==> src/ivc_params.svh <==
`ifndef IVC_PARAMS_SVH
`define IVC_PARAMS_SVH
// How it works
// Vector address is the base pointer plus the slot's fixed byte offset.
// Thirty-two slots, one per trap number, eight bytes apart, last at F8.
// Reset, hardware or software, uses offset 0, slot 0, priority 0.
// Host-port event: offset 50, priority 14, low pair bit 10.
// OS kernel event: offset D0, priority 26, high pair bit 10.
// DMA channel 1 event: offset 48, priority 13, low pair bit 9.
// Serial 0 receive: offset 28, priority 7, low pair bit 5.
// Serial 0 transmit: offset 88, priority 8, high pair bit 1.
// A maskable interrupt is taken only when its enable bit is set.
// A flag bit shows pending, whatever its enable bit holds.
// Debug enables count only while the core is halted in real-time mode.
// In real-time halt, service needs both debug enable and normal enable.
// Writing one to a debug enable bit enables it during halt; zero disables.
// Debug enables keep their contents through hardware and software reset.
// Low pair bits 15..9 map DMA5,DMA4,S2TX,S2RX,EXT3,HOST,DMA1; bit 8 reserved.
// Low pair bits 7..2 map S1TX,S1RX,S0RX,T0,EXT2,EXT0; bits 1,0 reserved.
// High pair: 15..11 reserved; 10..8 OS,LOG,BUS_ERROR_EVENT; 7..0 EXT5,T1,DMA3,DMA2,EXT4,DMA0,S0TX,EXT1.
// NMI and request pins are sampled each CPU clock for synchronisation.
// A request is detected only on samples high, low, low, low.
// The source holds a pin low three clock periods after being high.
// The enabled pending interrupt of smallest priority wins; ack clears its flag.
// NMI and reset are serviced regardless of any enable bit.
`define A_FLAGS_LO   4'h0
`define A_EN_LO      4'h1
`define A_DFLAGS_LO  4'h2
`define A_DEN_LO     4'h3
`define A_FLAGS_HI   4'h4
`define A_EN_HI      4'h5
`define A_DFLAGS_HI  4'h6
`define A_DEN_HI     4'h7
`define A_VB_DATA    4'h8
`define A_VB_HOST    4'h9
`define A_STATUS     4'ha
`define VALID_MASK   32'h07fffefc
`define VB_RESET     16'h0000
`define SLOT_RESET   5'h00
`define SLOT_NMI     5'h01
`define HOST_LO      5'h10
`define HOST_HI      5'h17
`define DET_PATTERN  4'h8
`define PRIO_FIRST   2
`define PRIO_LAST    26
// Slot number for each priority 31..0, five bits each
`define PRIO_TABLE {5'h1f, 5'h1e, 5'h1d, 5'h1c, 5'h1b, 5'h1a, 5'h19, 5'h17, \
  5'h16, 5'h0f, 5'h0e, 5'h15, 5'h14, 5'h0d, 5'h0c, 5'h13, 5'h0b, 5'h0a, \
  5'h09, 5'h12, 5'h08, 5'h07, 5'h06, 5'h11, 5'h05, 5'h04, 5'h03, 5'h10, \
  5'h02, 5'h18, 5'h01, 5'h00}
`endif

==> src/ivc_pkg.sv <==
package ivc_pkg;
  typedef struct packed {
    logic       timer0;
    logic       timer1;
    logic [2:0] ser_rx;
    logic [2:0] ser_tx;
    logic [5:0] dma;
    logic       host;
    logic       bus_err;
    logic       data_log;
    logic       os_kernel;
  } periph_events_t;
  typedef enum logic [1:0] {
    K_RESET = 2'b00,
    K_NMI   = 2'b01,
    K_TRAP  = 2'b11,
    K_MASK  = 2'b10
  } src_kind_t;
  typedef struct packed {
    logic        req;
    logic [4:0]  slot;
    logic [4:0]  prio;
    logic [23:0] addr;
  } vec_out_t;
endpackage : ivc_pkg

==> src/dsp_interrupt_vector_controller.sv <==
`timescale 1ns/1ns
`include "ivc_params.svh"
module dsp_interrupt_vector_controller #(
  parameter int PINS = 6
) (
  input  wire logic                    clk_sys,
  input  wire logic                    rst_b,
  input  wire logic [3:0]              bus_addr,
  input  wire logic [15:0]             bus_wdata,
  input  wire logic                    bus_wr,
  input  wire logic                    bus_rd,
  output logic [15:0]                  bus_rdata,
  input  wire logic                    nmi_pin_b,
  input  wire logic [PINS-1:0]         external_request_pin_b,
  input  wire ivc_pkg::periph_events_t events,
  input  wire logic                    soft_reset,
  input  wire logic                    trap_req,
  input  wire logic [4:0]              trap_num,
  input  wire logic                    core_rt_halted,
  input  wire logic                    core_ack,
  output ivc_pkg::vec_out_t            vector
);
  localparam logic [159:0] PTAB = `PRIO_TABLE;

  if (PINS != 6) begin : g_check
    $error("Six external request pins are required");
  end

  logic [31:0]        flags;
  logic [31:0]        en;
  logic [31:0]        dbg_en;
  logic [15:0]        vb_data;
  logic [15:0]        vb_host;
  logic               reset_pend;
  logic               nmi_pend;
  logic               trap_pend;
  logic [4:0]         trap_slot;
  ivc_pkg::src_kind_t kind_q;
  logic [PINS:0]      sync1;
  logic [PINS:0]      sync2;
  logic [3:0]         hist [PINS+1];
  logic [PINS:0]      hit;

  // Pin synchronisers and pattern detectors; index PINS is the NMI pin
  wire [PINS:0] pins_b = {nmi_pin_b, external_request_pin_b};
  for (genvar k = 0; k <= PINS; k++) begin : g_pin
    always_ff @(posedge clk_sys) begin
      if (!rst_b) begin
        sync1[k] <= 1'b1;
        sync2[k] <= 1'b1;
        hist[k]  <= 4'h0;
      end else begin
        sync1[k] <= pins_b[k];
        sync2[k] <= sync1[k];
        hist[k]  <= {hist[k][2:0], sync2[k]};
      end
    end
    // Only a clean high-to-low with three low samples counts
    assign hit[k] = (hist[k] == `DET_PATTERN);
  end

  // Event placement in the flag pairs
  wire [31:0] evt = {5'h00, events.os_kernel, events.data_log, events.bus_err,
                     hit[5], events.timer1, events.dma[3], events.dma[2],
                     hit[4], events.dma[0], events.ser_tx[0], hit[1],
                     events.dma[5], events.dma[4], events.ser_tx[2],
                     events.ser_rx[2], hit[3], events.host, events.dma[1],
                     1'b0, events.ser_tx[1], events.ser_rx[1],
                     events.ser_rx[0], events.timer0, hit[2], hit[0],
                     2'b00};

  // Bus decode
  wire wr_flo = bus_wr && (bus_addr == `A_FLAGS_LO || bus_addr == `A_DFLAGS_LO);
  wire wr_fhi = bus_wr && (bus_addr == `A_FLAGS_HI || bus_addr == `A_DFLAGS_HI);
  wire wr_elo = bus_wr && bus_addr == `A_EN_LO;
  wire wr_ehi = bus_wr && bus_addr == `A_EN_HI;
  wire wr_dlo = bus_wr && bus_addr == `A_DEN_LO;
  wire wr_dhi = bus_wr && bus_addr == `A_DEN_HI;
  wire wr_vbd = bus_wr && bus_addr == `A_VB_DATA;
  wire wr_vbh = bus_wr && bus_addr == `A_VB_HOST;

  // Acknowledge applies to what is being presented
  wire ack       = core_ack && vector.req;
  wire ack_mask  = ack && kind_q == ivc_pkg::K_MASK;
  wire [31:0] ack_clr = ack_mask ? (32'h1 << vector.slot) : 32'h0;
  wire [31:0] w1c = {wr_fhi ? bus_wdata : 16'h0000, wr_flo ? bus_wdata : 16'h0000};
  wire [31:0] clr = w1c | ack_clr | {32{soft_reset}};
  // New events win over any clear in the same cycle
  wire [31:0] next_flags = ((flags & ~clr) | evt) & `VALID_MASK;

  always_ff @(posedge clk_sys) begin
    if (!rst_b) begin
      flags <= 32'h0;
    end else begin
      flags <= next_flags;
    end
  end

  always_ff @(posedge clk_sys) begin
    if (!rst_b || soft_reset) begin
      en <= 32'h0;
    end else begin
      if (wr_elo) en[15:0] <= bus_wdata & 16'hfefc;
      if (wr_ehi) en[31:16] <= bus_wdata & 16'h07ff;
    end
  end

  // Left out of reset on purpose: software sets these before real-time debug
  always_ff @(posedge clk_sys) begin
    if (wr_dlo) dbg_en[15:0] <= bus_wdata & 16'hfefc;
    if (wr_dhi) dbg_en[31:16] <= bus_wdata & 16'h07ff;
  end

  always_ff @(posedge clk_sys) begin
    if (!rst_b) begin
      vb_data <= `VB_RESET;
      vb_host <= `VB_RESET;
    end else begin
      if (wr_vbd) vb_data <= bus_wdata;
      if (wr_vbh) vb_host <= bus_wdata;
    end
  end

  // Non-maskable sources
  always_ff @(posedge clk_sys) begin
    if (!rst_b) begin
      reset_pend <= 1'b1;
      nmi_pend   <= 1'b0;
      trap_pend  <= 1'b0;
      trap_slot  <= 5'h00;
    end else begin
      if (soft_reset) reset_pend <= 1'b1;
      else if (ack && kind_q == ivc_pkg::K_RESET) reset_pend <= 1'b0;
      if (hit[PINS]) nmi_pend <= 1'b1;
      else if (ack && kind_q == ivc_pkg::K_NMI) nmi_pend <= 1'b0;
      if (trap_req && (!trap_pend || (ack && kind_q == ivc_pkg::K_TRAP))) begin
        trap_pend <= 1'b1;
        trap_slot <= trap_num;
      end else if (ack && kind_q == ivc_pkg::K_TRAP) begin
        trap_pend <= 1'b0;
      end
    end
  end

  // Halted in real-time mode, both enable sets must agree
  wire [31:0] gate = core_rt_halted ? (en & dbg_en) : en;
  wire [31:0] elig = flags & gate & `VALID_MASK;

  logic       found;
  logic [4:0] m_slot;
  logic [4:0] m_prio;
  logic [4:0] t_prio;
  always_comb begin
    found  = 1'b0;
    m_slot = 5'h00;
    m_prio = 5'h00;
    t_prio = 5'h00;
    for (int p = `PRIO_FIRST; p <= `PRIO_LAST; p++) begin
      if (!found && elig[PTAB[p*5 +: 5]]) begin
        found  = 1'b1;
        m_slot = PTAB[p*5 +: 5];
        m_prio = 5'(p);
      end
    end
    for (int p = 0; p < 32; p++) begin
      if (PTAB[p*5 +: 5] == trap_slot) t_prio = 5'(p);
    end
  end

  // Reset and NMI ahead of everything, enables not consulted
  ivc_pkg::src_kind_t next_kind;
  logic [4:0]         next_slot;
  logic [4:0]         next_prio;
  always_comb begin
    if (reset_pend) begin
      next_kind = ivc_pkg::K_RESET;
      next_slot = `SLOT_RESET;
      next_prio = 5'h00;
    end else if (nmi_pend) begin
      next_kind = ivc_pkg::K_NMI;
      next_slot = `SLOT_NMI;
      next_prio = 5'h01;
    end else if (trap_pend) begin
      next_kind = ivc_pkg::K_TRAP;
      next_slot = trap_slot;
      next_prio = t_prio;
    end else begin
      next_kind = ivc_pkg::K_MASK;
      next_slot = m_slot;
      next_prio = m_prio;
    end
  end

  wire        next_req  = (reset_pend || nmi_pend || trap_pend || found) && !ack;
  wire        use_host  = next_slot >= `HOST_LO && next_slot <= `HOST_HI;
  wire [15:0] base      = use_host ? vb_host : vb_data;
  // Eight bytes per slot puts slot 31 at F8
  wire [23:0] next_addr = {base, 8'h00} + {16'h0000, next_slot, 3'b000};

  always_ff @(posedge clk_sys) begin
    if (!rst_b) begin
      vector <= '0;
      kind_q <= ivc_pkg::K_RESET;
    end else begin
      vector.req  <= next_req;
      vector.slot <= next_slot;
      vector.prio <= next_prio;
      vector.addr <= next_addr;
      kind_q      <= next_kind;
    end
  end

  // Read path; reserved bits read zero
  wire [15:0] status = {reset_pend, nmi_pend, trap_pend, vector.req, 7'h00,
                        vector.slot};
  logic [15:0] rd_mux;
  always_comb begin
    case (bus_addr)
      `A_FLAGS_LO, `A_DFLAGS_LO: rd_mux = flags[15:0];
      `A_FLAGS_HI, `A_DFLAGS_HI: rd_mux = flags[31:16];
      `A_EN_LO:    rd_mux = en[15:0];
      `A_EN_HI:    rd_mux = en[31:16];
      `A_DEN_LO:   rd_mux = dbg_en[15:0];
      `A_DEN_HI:   rd_mux = dbg_en[31:16];
      `A_VB_DATA:  rd_mux = vb_data;
      `A_VB_HOST:  rd_mux = vb_host;
      `A_STATUS:   rd_mux = status;
      default:     rd_mux = 16'h0000;
    endcase
  end

  always_ff @(posedge clk_sys) begin
    if (!rst_b) begin
      bus_rdata <= 16'h0000;
    end else if (bus_rd) begin
      bus_rdata <= rd_mux;
    end else begin
      bus_rdata <= 16'h0000;
    end
  end

  a_reset_slot: assert property (@(posedge clk_sys) disable iff (!rst_b)
    reset_pend && !ack |=> vector.req && vector.slot == 5'h00 && vector.prio == 5'h00)
    else $error("Reset not presented at slot 0");

  a_nmi_unmasked: assert property (@(posedge clk_sys) disable iff (!rst_b)
    nmi_pend && !reset_pend && !ack |=> vector.req && vector.slot == 5'h01)
    else $error("NMI not presented");

  a_pin_detect: assert property (@(posedge clk_sys) disable iff (!rst_b)
    $past(sync2[0]) && !sync2[0] ##1 !sync2[0] ##1 !sync2[0] |=> ##1 flags[2])
    else $error("External request 0 missed");

  a_no_false: assert property (@(posedge clk_sys) disable iff (!rst_b)
    !flags[2] && !hit[0] |=> !flags[2])
    else $error("External request 0 flag without pattern");

  // Gates are checked on the winner being loaded, so the slot and enables line up
  a_mask_gate: assert property (@(posedge clk_sys) disable iff (!rst_b)
    next_req && next_kind == ivc_pkg::K_MASK |-> en[next_slot])
    else $error("Masked interrupt presented");

  a_halt_gate: assert property (@(posedge clk_sys) disable iff (!rst_b)
    next_req && next_kind == ivc_pkg::K_MASK && core_rt_halted
    |-> dbg_en[next_slot])
    else $error("Non time-critical interrupt served in halt");

  a_ack_clear: assert property (@(posedge clk_sys) disable iff (!rst_b)
    ack_mask && !evt[vector.slot] |=> !flags[$past(vector.slot)])
    else $error("Acknowledged flag not cleared");

  // Vector is registered, so it reflects the pointer of the cycle before
  a_host_vec: assert property (@(posedge clk_sys) disable iff (!rst_b)
    vector.req && vector.slot == 5'h0a |-> vector.prio == 5'd14
    && vector.addr == {$past(vb_data), 8'h50})
    else $error("Host vector wrong");

  a_os_vec: assert property (@(posedge clk_sys) disable iff (!rst_b)
    vector.req && vector.slot == 5'h1a |-> vector.prio == 5'd26
    && vector.addr == {$past(vb_data), 8'hd0})
    else $error("OS kernel vector wrong");

  a_dma1_vec: assert property (@(posedge clk_sys) disable iff (!rst_b)
    vector.req && vector.slot == 5'h09 |-> vector.prio == 5'd13
    && vector.addr == {$past(vb_data), 8'h48})
    else $error("DMA channel 1 vector wrong");

  a_rx0_vec: assert property (@(posedge clk_sys) disable iff (!rst_b)
    vector.req && vector.slot == 5'h05 |-> vector.prio == 5'd7
    && vector.addr == {$past(vb_data), 8'h28})
    else $error("Serial 0 receive vector wrong");

  a_tx0_vec: assert property (@(posedge clk_sys) disable iff (!rst_b)
    vector.req && vector.slot == 5'h11 |-> vector.prio == 5'd8
    && vector.addr == {$past(vb_host), 8'h88})
    else $error("Serial 0 transmit vector wrong");

  a_last_slot: assert property (@(posedge clk_sys) disable iff (!rst_b)
    vector.req && vector.slot == 5'h1f |-> vector.prio == 5'd31
    && vector.addr == {$past(vb_data), 8'hf8})
    else $error("Last trap vector wrong");

  a_nmi_vec: assert property (@(posedge clk_sys) disable iff (!rst_b)
    vector.req && vector.slot == 5'h01 |-> vector.prio == 5'd1
    && vector.addr == {$past(vb_data), 8'h08})
    else $error("NMI vector wrong");

  a_external_request_zero_vec: assert property (@(posedge clk_sys) disable iff (!rst_b)
    vector.req && vector.slot == 5'h02 |-> vector.prio == 5'd3
    && vector.addr == {$past(vb_data), 8'h10})
    else $error("External request 0 vector wrong");

  a_reset_addr: assert property (@(posedge clk_sys) disable iff (!rst_b)
    vector.req && kind_q == ivc_pkg::K_RESET
    |-> vector.addr == {$past(vb_data), 8'h00})
    else $error("Reset vector address wrong");

  // Flags follow events whatever the enables hold
  a_host_flag: assert property (@(posedge clk_sys) disable iff (!rst_b)
    events.host |=> flags[10])
    else $error("Host flag not set");

  a_os_flag: assert property (@(posedge clk_sys) disable iff (!rst_b)
    events.os_kernel |=> flags[26])
    else $error("OS kernel flag not set");

  a_dma1_flag: assert property (@(posedge clk_sys) disable iff (!rst_b)
    events.dma[1] |=> flags[9])
    else $error("DMA channel 1 flag not set");

  a_rx0_flag: assert property (@(posedge clk_sys) disable iff (!rst_b)
    events.ser_rx[0] |=> flags[5])
    else $error("Serial 0 receive flag not set");

  a_tx0_flag: assert property (@(posedge clk_sys) disable iff (!rst_b)
    events.ser_tx[0] |=> flags[17])
    else $error("Serial 0 transmit flag not set");

  a_reserved_zero: assert property (@(posedge clk_sys) disable iff (!rst_b)
    flags[31:27] == 5'h00 && flags[8] == 1'b0 && flags[1:0] == 2'b00
    && en[31:27] == 5'h00 && en[8] == 1'b0 && en[1:0] == 2'b00)
    else $error("Reserved flag or enable bit set");

  a_en_write: assert property (@(posedge clk_sys) disable iff (!rst_b)
    wr_elo && !soft_reset |=> en[15:0] == ($past(bus_wdata) & 16'hfefc))
    else $error("Enable low write lost");

  a_dbg_write: assert property (@(posedge clk_sys) disable iff (!rst_b)
    wr_dlo |=> dbg_en[15:0] == ($past(bus_wdata) & 16'hfefc))
    else $error("Debug enable low write lost");

  a_run_ignores: assert property (@(posedge clk_sys) disable iff (!rst_b)
    !core_rt_halted && !reset_pend && !nmi_pend && !trap_pend && !ack
    && (flags & en) != 32'h0 |=> vector.req && kind_q == ivc_pkg::K_MASK)
    else $error("Running core blocked by debug enables");

  a_prio_order: assert property (@(posedge clk_sys) disable iff (!rst_b)
    next_kind == ivc_pkg::K_MASK && elig[9] && elig[10] |-> next_slot != 5'h0a)
    else $error("Host served ahead of DMA channel 1");

  a_ack_gap: assert property (@(posedge clk_sys) disable iff (!rst_b)
    ack |=> !vector.req)
    else $error("Request not dropped after acknowledge");

  a_nmi_detect: assert property (@(posedge clk_sys) disable iff (!rst_b)
    hit[PINS] |=> nmi_pend)
    else $error("NMI pattern missed");

  // Unknown before the first write makes this vacuous until software sets bit 10
  a_dbg_keep: assert property (@(posedge clk_sys)
    (!rst_b || soft_reset) && !bus_wr && dbg_en[10] |=> dbg_en[10])
    else $error("Debug enables lost at reset");
endmodule : dsp_interrupt_vector_controller

==> config.mk <==
export PLATFORM = sky130hd
export DESIGN_NAME = dsp_interrupt_vector_controller
export DESIGN_NICKNAME = d
export VERILOG_FILES = /design/src/ivc_pkg.sv /design/src/dsp_interrupt_vector_controller.sv
export VERILOG_INCLUDE_DIRS = /design/src
export SDC_FILE = /design/constraint.sdc
export NUM_CORES = 1
export LEC_CHECK = 0
export BUFFER_PORTS_ARGS = -buffer_cell sky130_fd_sc_hd__buf_2
export CAP_MARGIN = 20
export CORE_ASPECT_RATIO = 1.25
export CORE_MARGIN = 2
export CORE_UTILIZATION = 45
export DETAILED_ROUTE_END_ITERATION = 8
export PLACE_DENSITY = 0.66
export SETUP_SLACK_MARGIN = 0.02
export SKIP_CTS_REPAIR_TIMING = 1
export SYNTH_ARGS = -nofsm -noshare
export SYNTH_HDL_FRONTEND = slang
export SYNTH_SLANG_ARGS = --single-unit
==> constraint.sdc <==
create_clock -name clk_sys -period 3.1 [get_ports clk_sys]
set_clock_uncertainty 0.05 [all_clocks]
set_input_delay 0.155 -clock clk_sys [delete_from_list [all_inputs] [get_ports clk_sys]]
set_output_delay 0.155 -clock clk_sys [all_outputs]
set_load 0.05 [all_outputs]
==> results of run 1 <==
flip-flops by register name (all words and copies together), names as in the netlist, 7 cells and up:
signal / flops
bus_rdata: 16
hist: 28
en: 24
vb_host: 16
sync2: 7
vb_data: 16
flags: 24
dbg_en: 24
vector: 27
sync1: 7
metal layers:
layer / GRT usage [%] / vias up / share of wire (%)
li1: - / 3748 / -
met1: 34.36 / 3717 / 41
met5: 0 / - / 0
met3: 5.238 / 65 / 7.7
met4: 13.29 / 0 / 4.0
met2: 44.59 / 351 / 48
final cells by class:
class / instances / area [sq um]
Sequential cell: 199 / 4224
Clock inverter: 11 / 107.6
Timing Repair Buffer: 172 / 1144
Tap cell: 232 / 290.3
Fill cell: 1741 / 8399
Clock buffer: 21 / 471.7
Inverter: 11 / 41.29
Multi-Input combinational cell: 713 / 4030
stage by stage:
stage          cell area, sq um  setup WS [ps]
3_5_place_dp               9311          257.1
2_1_floorplan              8556          291.1
3_3_place_gp               9311          231.4
6_report                  10310          297.2
5_1_grt                   10310          41.45
4_1_cts                    9891          340.6
cell families (layout without fill, tap and decap cells):
logic type      after synthesis  count (layout)  synth area share (%)
compound gates              244             244                 19.09
xor+xnor                      1               1                0.1025
buf+inv                      75             215                 3.747
flops                       199             199                 49.41
mux                          18              18                 2.108
other cells                   1               3               0.04387
simple gates                447             447                 25.50
where the power goes:
group	switching [W]	internal (W)
Clock	0.00100	0.00119
Combinational	0.000247	0.000159
Sequential	0.0000573	0.00267
Total	0.00131	0.00402
worst max-delay path, delay by kind of cell (launching register included):
| kind | cells | cell delay (ps) |
|---|---|---|
| buffers and inverters | 2 | 420 |
| flip-flops | 1 | 390 |
| AND/OR/NAND/NOR | 3 | 890 |
| AO/OA/AOI/OAI | 4 | 970 |
placed cells by master, fill, tap and decap left out, types with 9 or more instances in the layout:
master         Yosys  final
nand2_1          205    205
buf_2              1    105
and2_1            49     49
clkbuf_16          0     18
mux2i_1           18     18
inv_1              9      9
edfxtp_1          24     24
nor2_1            54     54
o21a_1            11     11
dlygate4sd3_1      0     41
buf_4              8     25
nand3_1           12     12
a221oi_1          21     21
dfxtp_1          175    175
a21oi_1           90     90
nor3_1            16     16
a31oi_1           26     26
a22oi_1           26     26
a222oi_1          11     11
nor2b_1           12     12
nand2b_1          51     51
o21ai_0           14     14
final timing paths:
kind                      from          to  cells after the start
setup / recovery    dbg_en[24]  vector[30]                      9
hold / removal    bus_wdata[2]   dbg_en[2]                      1
setup reg to reg    dbg_en[24]  vector[30]                      9
hold reg to reg       sync1[6]    sync2[6]                      1
==> impl_metrics.csv, run 1 <==
group,metric,value,unit
cells_and_area,instances_no_fill,1359,
die,die_area,20120,sq um
worst_setup_path,r2r_setup_slack,300,ps
outcome,status,"finished with violations",
worst_setup_path,path_cells,"nand2b_1 > a222oi_1 > buf_4 > nand4_2 > buf_4 > nor4_1 > a21oi_1 > o21a_1 > a41oi_1",
worst_setup_path,cp-start-kind,"flop",
synthesis,netlist_top_cells_area,"dfxtp_1 (41%), nand2_1 (9.0%), edfxtp_1 (8.4%)",
detailed_routing,num_vias,7881,
detailed_routing,drc_errors,0,
synthesis,synthFlopType,"dfxtp_1",
synthesis,synth_common_cells,"nand2_1 (205), dfxtp_1 (175), a21oi_1 (90)",
timing,setup_viol,0,
power_and_ir_drop,total_power,0.005333,W
timing,worst_pin_slew,730.3,ps
worst_setup_path,cp.required,3400,ps
worst_setup_path,path_max_fanout,7,
timing,max-slew-margin-rel,51.31,%
worst_setup_path,crit_slowest_cell,"nor4_1",
die,initial_core_util,45.69,%
detailed_routing,post_drt_via_cell_ratio,5.799,
clocking,cts_buffer_depth,2,
synthesis,synth.most_common_cell,"nand2_1",
global_route,antenna_found_initial,0,
worst_setup_path,cp.arrival,3100,ps
global_route,grt_pass1_wl,41690,um
synthesis,synth-edff-count,24,
clocking,cts_sinks,199,
timing,post-route-period-util,90.41,%
die,num_rows,56,
job,drv_cap,0,
worst_setup_path,crit_type,"reg2reg",
outcome,violations,"negative hold slack",
synthesis,synth_top_area_share,40.98,%
placed_design,dp_hpwl,20380,um
synthesis,ys_ff_latch,199,
timing,period_needed,2803,ps
detailed_routing,drtIter0Drc,702,
die,coreArea,18710,sq um
synthesis,avgSynthCellArea,8.678,sq um
clocking,cts_made_buffers,17,
detailed_routing,dr.pass1.iters,6,
placed_design,gp_congestion,0.9243,
global_route,grt_overflow,0,
cells_and_area,fin_nets,1172,
detailed_routing,wl_per_cell,20.29,um
clocking,insertion_delay,440,ps
clocking,root_buffer,"clkbuf_16",
placed_design,numPortBuffers,105,
clocking,cts.htree.levels,4,
synthesis,yosys_warnings,0,
timing,fin_tns_setup,0,ps
global_route,grt_pass1_vias,7383,
global_route,grt_usage,27.18,%
worst_setup_path,worstSetupEndpointType,"flop",
die,io-pin-count,109,
worst_setup_path,crit_top_cell,"buf_4",
power_and_ir_drop,irDropWorstVdd,377.2,uV
die,die_h,158.1,um
timing,hold_violations,1,
synthesis,synth_top_area_cell,"dfxtp_1",
placed_design,place_inst,1286,
power_and_ir_drop,power_leakage,3.827,nW
power_and_ir_drop,powerDensity,517.3,nW/um^2
timing,holdWs,-3.360,ps
detailed_routing,postRouteAntennaNets,0,
synthesis,synth.yosys.seq_area_share,49.41,%
detailed_routing,wirelength,27580,um
timing,rsz0062_at_grt,"false",
global_route,grt_max_degree,34,
synthesis,synth-async-reset-ratio,0,%
cells_and_area,fin_util,55.10,%
clocking,cts_tree,"built",
synthesis,synth_cell_type_count,65,
cells_and_area,area_growth,20.59,%
hold_path,hp-class,"in2reg",
cells_and_area,diodes,0,
die,die_w,127.3,um
timing,fmax,356.8,MHz
synthesis,netlist_area,8548,sq um
clocking,clk_pin_slew_worst_paths,70,ps
cells_and_area,layout-drive-gt1-share,16.06,%
worst_setup_path,cpPeakStageDelay,550,ps
synthesis,synth_cells,985,
timing,finalMaxSlewViolations,0,
No activity file was read; power rests on OpenSTA's default activity.
==> run 2: changes to the inputs <==
--- a/config.mk
+++ b/config.mk
@@ -6,13 +6,14 @@
 export SDC_FILE = /design/constraint.sdc
 export NUM_CORES = 1
 export LEC_CHECK = 0
+export ABC_AREA = 1
 export BUFFER_PORTS_ARGS = -buffer_cell sky130_fd_sc_hd__buf_2
 export CAP_MARGIN = 20
 export CORE_ASPECT_RATIO = 1.25
 export CORE_MARGIN = 2
 export CORE_UTILIZATION = 45
 export DETAILED_ROUTE_END_ITERATION = 8
-export PLACE_DENSITY = 0.66
+export PLACE_DENSITY = 0.65
 export SETUP_SLACK_MARGIN = 0.02
 export SKIP_CTS_REPAIR_TIMING = 1
 export SYNTH_ARGS = -nofsm -noshare
==> run 2 against run 1 <==
The run still ends with negative hold slack left. Hold slack lost 44 ps. Synthesized cell count up 17%. Flip-flop and latch count did not move. Utilization grew 2.8 points. Total power increased by 1.8%. Largest cell class unchanged.
==> impl_metrics.csv, run 2 <==
group,metric,value,unit
worst_setup_path,path_max_fanout,8,
clocking,cts_made_buffers,17,
worst_setup_path,cpPeakStageDelay,380,ps
clocking,cts_buffer_depth,2,
timing,period_needed,2963,ps
cells_and_area,max_flop_register,"hist",
global_route,grt_usage,25.97,%
synthesis,synth_common_cells,"inv_1 (194), dfxtp_1 (175), nor2_1 (155)",
cells_and_area,instances_no_fill,1606,
die,io-pin-count,109,
synthesis,synth-edff-count,24,
detailed_routing,num_vias,8626,
worst_setup_path,cp-start-kind,"flop",
clocking,cts.htree.levels,4,
synthesis,synth-async-reset-ratio,0,%
synthesis,synth.yosys.seq_area_share,47.84,%
power_and_ir_drop,powerDensity,485.4,nW/um^2
detailed_routing,dr.pass1.iters,7,
synthesis,ys_ff_latch,199,
cells_and_area,nFillCells,1839,
outcome,status,"finished with violations",
detailed_routing,wl_per_cell,17.62,um
global_route,grt_max_degree,84,
placed_design,dp_hpwl,19980,um
worst_setup_path,cp.required,3440,ps
global_route,grt_overflow,0,
cells_and_area,top_regs,"hist: 28 flops, vector: 27 flops",
die,die_w,129.3,um
synthesis,synth.most_common_cell,"inv_1",
global_route,grt_pass1_vias,7534,
timing,finalMaxSlewViolations,0,
timing,setup_viol,0,
power_and_ir_drop,power_leakage,4.754,nW
timing,post-route-period-util,95.58,%
timing,holdWs,-47.17,ps
cells_and_area,layout-drive-gt1-share,20.21,%
power_and_ir_drop,total_power,0.005430,W
worst_setup_path,crit_type,"reg2reg",
detailed_routing,postRouteAntennaNets,0,
placed_design,gp_congestion,0.9346,
cells_and_area,diodes,0,
timing,setup_slack,137.1,ps
cells_and_area,multi_input_area,3774,sq um
synthesis,yosys_warnings,0,
cells_and_area,layout_commonest_cell,"inv_1",
cells_and_area,area_growth,26.71,%
global_route,antenna_found_initial,0,
timing,max-slew-margin-rel,40.90,%
global_route,grt_pass1_wl,41130,um
cells_and_area,fin_nets,1386,
job,drv_cap,0,
synthesis,synth_cell_type_count,45,
timing,rsz0062_at_grt,"true",
die,die_area,20770,sq um
synthesis,synth_top_area_cell,"dfxtp_1",
cells_and_area,seq_area,4224,sq um
worst_setup_path,worstSetupEndpointType,"flop",
clocking,root_buffer,"clkbuf_16",
placed_design,place_inst,1512,
power_and_ir_drop,irDropWorstVdd,383.2,uV
synthesis,netlist_area,8830,sq um
clocking,cts_sinks,199,
clocking,cts_tree,"built",
detailed_routing,post_drt_via_cell_ratio,5.371,
placed_design,dp_slack,-272.7,ps
detailed_routing,drc_errors,0,
die,coreArea,19330,sq um
die,initial_core_util,45.69,%
clocking,insertion_delay,440,ps
worst_setup_path,cp.arrival,3300,ps
outcome,violations,"negative hold slack",
detailed_routing,wirelength,28290,um
detailed_routing,drtIter0Drc,743,
synthesis,synthFlopType,"dfxtp_1",
die,die_h,160.6,um
cells_and_area,largest_reg_flops,28,
synthesis,synth_cells,1153,
placed_design,numPortBuffers,105,
cells_and_area,layout_common_cells,"inv_1 (191), dfxtp_1 (175), nor2_1 (152)",
timing,worst_pin_slew,864.2,ps
synthesis,avgSynthCellArea,7.658,sq um
synthesis,netlist_top_cells_area,"dfxtp_1 (40%), inv_1 (8.2%), edfxtp_1 (8.2%)",
clocking,clk_pin_slew_worst_paths,80,ps
worst_setup_path,path_cells,"inv_2 > nand2_2 > nand3_4 > nand4_4 > nor2_4 > nand4_1 > nor2_2 > nand4_2 > nor2_2 > nand4_1 > buf_4 > nor3_4 > o21ai_1 > inv_1 > nor3_2 > nand2_1 > nand2_4 > clkbuf_16 > nand3_1 > nand2_1 > nor2_1",
hold_path,hp-class,"in2reg",
die,num_rows,57,
worst_setup_path,crit_slowest_cell,"edfxtp_1",
synthesis,synth_top_area_share,39.68,%
timing,hold_violations,2,
timing,fmax,337.5,MHz
==> run 2: final cells by class <==
type / instances / share of cell area, %
Sequential cell: 199 / 37.75
Multi-Input combinational cell: 702 / 33.73
Timing Repair Buffer: 208 / 13.68
Inverter: 200 / 6.710
Clock buffer: 19 / 3.959
Tap cell: 265 / 2.964
Clock inverter: 13 / 1.208
==> run 2: cell families after synthesis <==
kind of cell / synth area share [%]
other: 0.04247
flip-flops: 47.84
AND/OR/NAND/NOR: 20.77
buffers and inverters: 11.68
AO/OA/AOI/OAI: 19.67
==> run 2: worst max-delay path: cells and delay by family, from the launching register on <==
| kind | cells | cell delay, ps |
|---|---|---|
| buffers and inverters | 4 | 570 |
| flip-flops | 1 | 380 |
| AND/OR/NAND/NOR | 16 | 1820 |
| AO/OA/AOI/OAI | 1 | 90 |
==> run 2: report_power, final <==
part	switching [W]	internal [W]
clock	0.00109	0.00109
combinational	0.000330	0.000185
sequential	0.0000515	0.00268
==> run 2: final timing paths <==
path                                  start            to  slack (ps)  cells after the start
worst max-delay path              dbg_en[3]    vector[12]         140                     21
worst min-delay path            trap_num[3]  trap_slot[3]         -50                      3
worst max register to register    dbg_en[3]    vector[12]         140                     21
worst min register to register     sync1[6]      sync2[6]         360                      1
==> run 2: per-layer routing <==
| metal | vias to the layer above | share of wire [%] | GRT usage, % | routed length [um] |
|---|---|---|---|---|
| li1 | 4198 | - | - | - |
| met1 | 3972 | 42 | 34.91 | 11900 |
| met2 | 392 | 47 | 40.89 | 13220 |
| met3 | 64 | 7.1 | 4.064 | 1999 |
| met4 | 0 | 4.1 | 12.10 | 1171 |
| met5 | - | 0 | 0 | 0 |
==> run 2: per-stage QoR <==
step                      util (%)  setup TNS [ps]  area, sq um
after CTS                    53.40           -4237        10320
final                        57.89               0        11190
after global placement       50.40           -2029         9742
after global routing         57.89           -1132        11190
after detailed placement     50.40           -3941         9742
after floorplan                  -               0         8837
==> run 3: changes to the inputs <==
--- a/config.mk
+++ b/config.mk
@@ -13,7 +13,7 @@
 export CORE_MARGIN = 2
 export CORE_UTILIZATION = 45
 export DETAILED_ROUTE_END_ITERATION = 8
-export PLACE_DENSITY = 0.65
+export PLACE_DENSITY = 0.74
 export SETUP_SLACK_MARGIN = 0.02
 export SKIP_CTS_REPAIR_TIMING = 1
 export SYNTH_ARGS = -nofsm -noshare
==> constraint.sdc (replaced) <==
create_clock -name clk_sys -period 3 [get_ports clk_sys]
set_clock_uncertainty 0.05 [all_clocks]
set_input_delay 0.15 -clock clk_sys [delete_from_list [all_inputs] [get_ports clk_sys]]
set_output_delay 0.15 -clock clk_sys [all_outputs]
set_load 0.05 [all_outputs]
==> run 3 against run 2 <==
Die area unchanged. The run ends with negative setup slack left. Cell area shrank 0.42%. Global-route usage decreased by 0.12 points. Highest routed layer unchanged. Routed wire length is 1.5% lower.
==> impl_metrics.csv, run 3 (synthesis results as in run 2) <==
group,metric,value,unit
outcome,status,"finished with violations",
outcome,violations,"negative setup slack",
timing,setup_slack,-61.16,ps
timing,max-slew-margin-rel,39.37,%
timing,rsz0062_at_grt,"true",
worst_setup_path,cp-start-kind,"flop",
timing,post-route-period-util,102.0,%
global_route,grt_pass1_vias,7908,
cells_and_area,instances_no_fill,1620,
clocking,cts_tree,"built",
detailed_routing,drtIter0Drc,804,
power_and_ir_drop,irDropWorstVdd,372.8,uV
clocking,root_buffer,"clkbuf_16",
detailed_routing,wirelength,27850,um
placed_design,place_inst,1529,
clocking,insertion_delay,440,ps
timing,period_needed,3061,ps
worst_setup_path,crit_top_cell,"nand4_1",
die,io-pin-count,109,
detailed_routing,dr.pass1.iters,6,
worst_setup_path,crit_type,"reg2reg",
die,die_area,20770,sq um
die,die_w,129.3,um
cells_and_area,layout_common_cells,"inv_1 (191), dfxtp_1 (175), nor2_1 (152)",
cells_and_area,area_growth,26.17,%
detailed_routing,wl_per_cell,17.19,um
timing,finalMaxSlewViolations,0,
clocking,cts.htree.levels,4,
global_route,grt_overflow,0,
worst_setup_path,critical_path_buf_inv_count,3,
cells_and_area,max_flop_register,"hist",
cells_and_area,top_regs,"hist: 28 flops, vector: 27 flops",
cells_and_area,fin_nets,1400,
die,num_rows,57,
global_route,antenna_found_initial,0,
clocking,cts_made_buffers,17,
power_and_ir_drop,powerDensity,503.2,nW/um^2
worst_setup_path,cp.required,3280,ps
timing,worst_pin_slew,907.3,ps
detailed_routing,num_vias,8753,
placed_design,numPortBuffers,105,
clocking,cts_sinks,199,
cells_and_area,layout-drive-gt1-share,19.93,%
cells_and_area,largest_reg_flops,28,
worst_setup_path,worstSetupEndpointType,"flop",
cells_and_area,nFillCells,1795,
hold_path,hp-class,"in2reg",
placed_design,placed_cell_area,9869,sq um
cells_and_area,design_area,11140,sq um
placed_design,dp_slack,-404.0,ps
die,die_h,160.6,um
detailed_routing,postRouteAntennaNets,0,
placed_design,dp_hpwl,20130,um
cells_and_area,layout_commonest_cell,"inv_1",
die,initial_core_util,45.69,%
clocking,cts_buffer_depth,2,
worst_setup_path,crit_slowest_cell,"edfxtp_1",
global_route,grt_pass1_wl,41570,um
detailed_routing,drc_errors,0,
worst_setup_path,cpPeakStageDelay,400,ps
timing,hold_violations,0,
job,drv_cap,0,
cells_and_area,fin_util,57.64,%
worst_setup_path,path_max_fanout,8,
global_route,grt_max_degree,84,
placed_design,gp_congestion,0.9611,
worst_setup_path,cp.arrival,3340,ps
power_and_ir_drop,total_power,0.005606,W
die,coreArea,19330,sq um
power_and_ir_drop,power_leakage,4.762,nW
worst_setup_path,path_cells,"inv_1 > nand2_1 > nand2_2 > nand3_2 > nor2_2 > nand4_1 > nor2_1 > nand4_1 > nor2_1 > nand4_1 > nor2_2 > nand4_1 > nor2_2 > o2111ai_4 > buf_12 > a21oi_4 > buf_12 > nand3_2 > nand2_1 > nor2_1",
clocking,clk_pin_slew_worst_paths,70,ps
detailed_routing,post_drt_via_cell_ratio,5.403,
timing,fmax,326.7,MHz
cells_and_area,diodes,0,
global_route,grt_usage,25.86,%
timing,setup_viol,12,
worst_setup_path,crit_family,"simple AND/OR/NAND/NOR gates",
-- run 3: cell count changes in the layout (fill, tap and decap cells not counted), sizes merged --
cell / delta
dlygate4sd3: +2
clkbuf: -1
buf: +14
clkinv: -3
clkinvlp: +1
inv: +1
-- run 3: layout make-up --
cell class | count | area, sq um | area share [%]
tap | 265 | 331.6 | 2.976
multi-input combinational | 702 | 3667 | 32.92
clock buffer | 20 | 478.0 | 4.290
clock inverter | 12 | 105.1 | 0.9434
timing repair buffer | 222 | 1582 | 14.20
inverter | 200 | 753.2 | 6.761
sequential | 199 | 4224 | 37.92
-- run 3: worst paths after layout --
| check | startpoint | to | slack [ps] | cells after the start |
|---|---|---|---|---|
| hold / removal | bus_wdata[6] | dbg_en[22] | 20 | 1 |
| hold reg to reg | sync2[0] | hist[0][0] | 360 | 2 |
| setup / recovery | dbg_en[2] | vector[21] | -60 | 20 |
| setup reg to reg | dbg_en[2] | vector[21] | -60 | 20 |
-- run 3: routing by layer --
metal | up-vias | part of all wire (%) | global-route usage (%) | wire [um]
li1 | 4218 | - | - | -
met1 | 3982 | 40 | 33.26 | 11190
met2 | 465 | 47 | 42.30 | 12980
met3 | 88 | 8.7 | 4.797 | 2426
met4 | 0 | 4.5 | 11.17 | 1249
met5 | - | 0 | 0 | 0
-- run 3: power by group --
group / total [W] / internal, W / switching, W / leakage [nW]
clock: 0.00225 / 0.00118 / 0.00107 / 0.290
combinational: 0.000526 / 0.000190 / 0.000335 / 2.83
sequential: 0.00283 / 0.00277 / 0.0000547 / 1.65
total: 0.00561 / 0.00414 / 0.00146 / 4.76
-- run 3: stage by stage --
stage,setup TNS (ps),hold WS (ps)
final,-380.0,21.43
after global routing,-4421,9.127
after CTS,-6174,-168.5
after floorplan,0,198.9
after global placement,-3586,284.5
after detailed placement,-5842,288.5
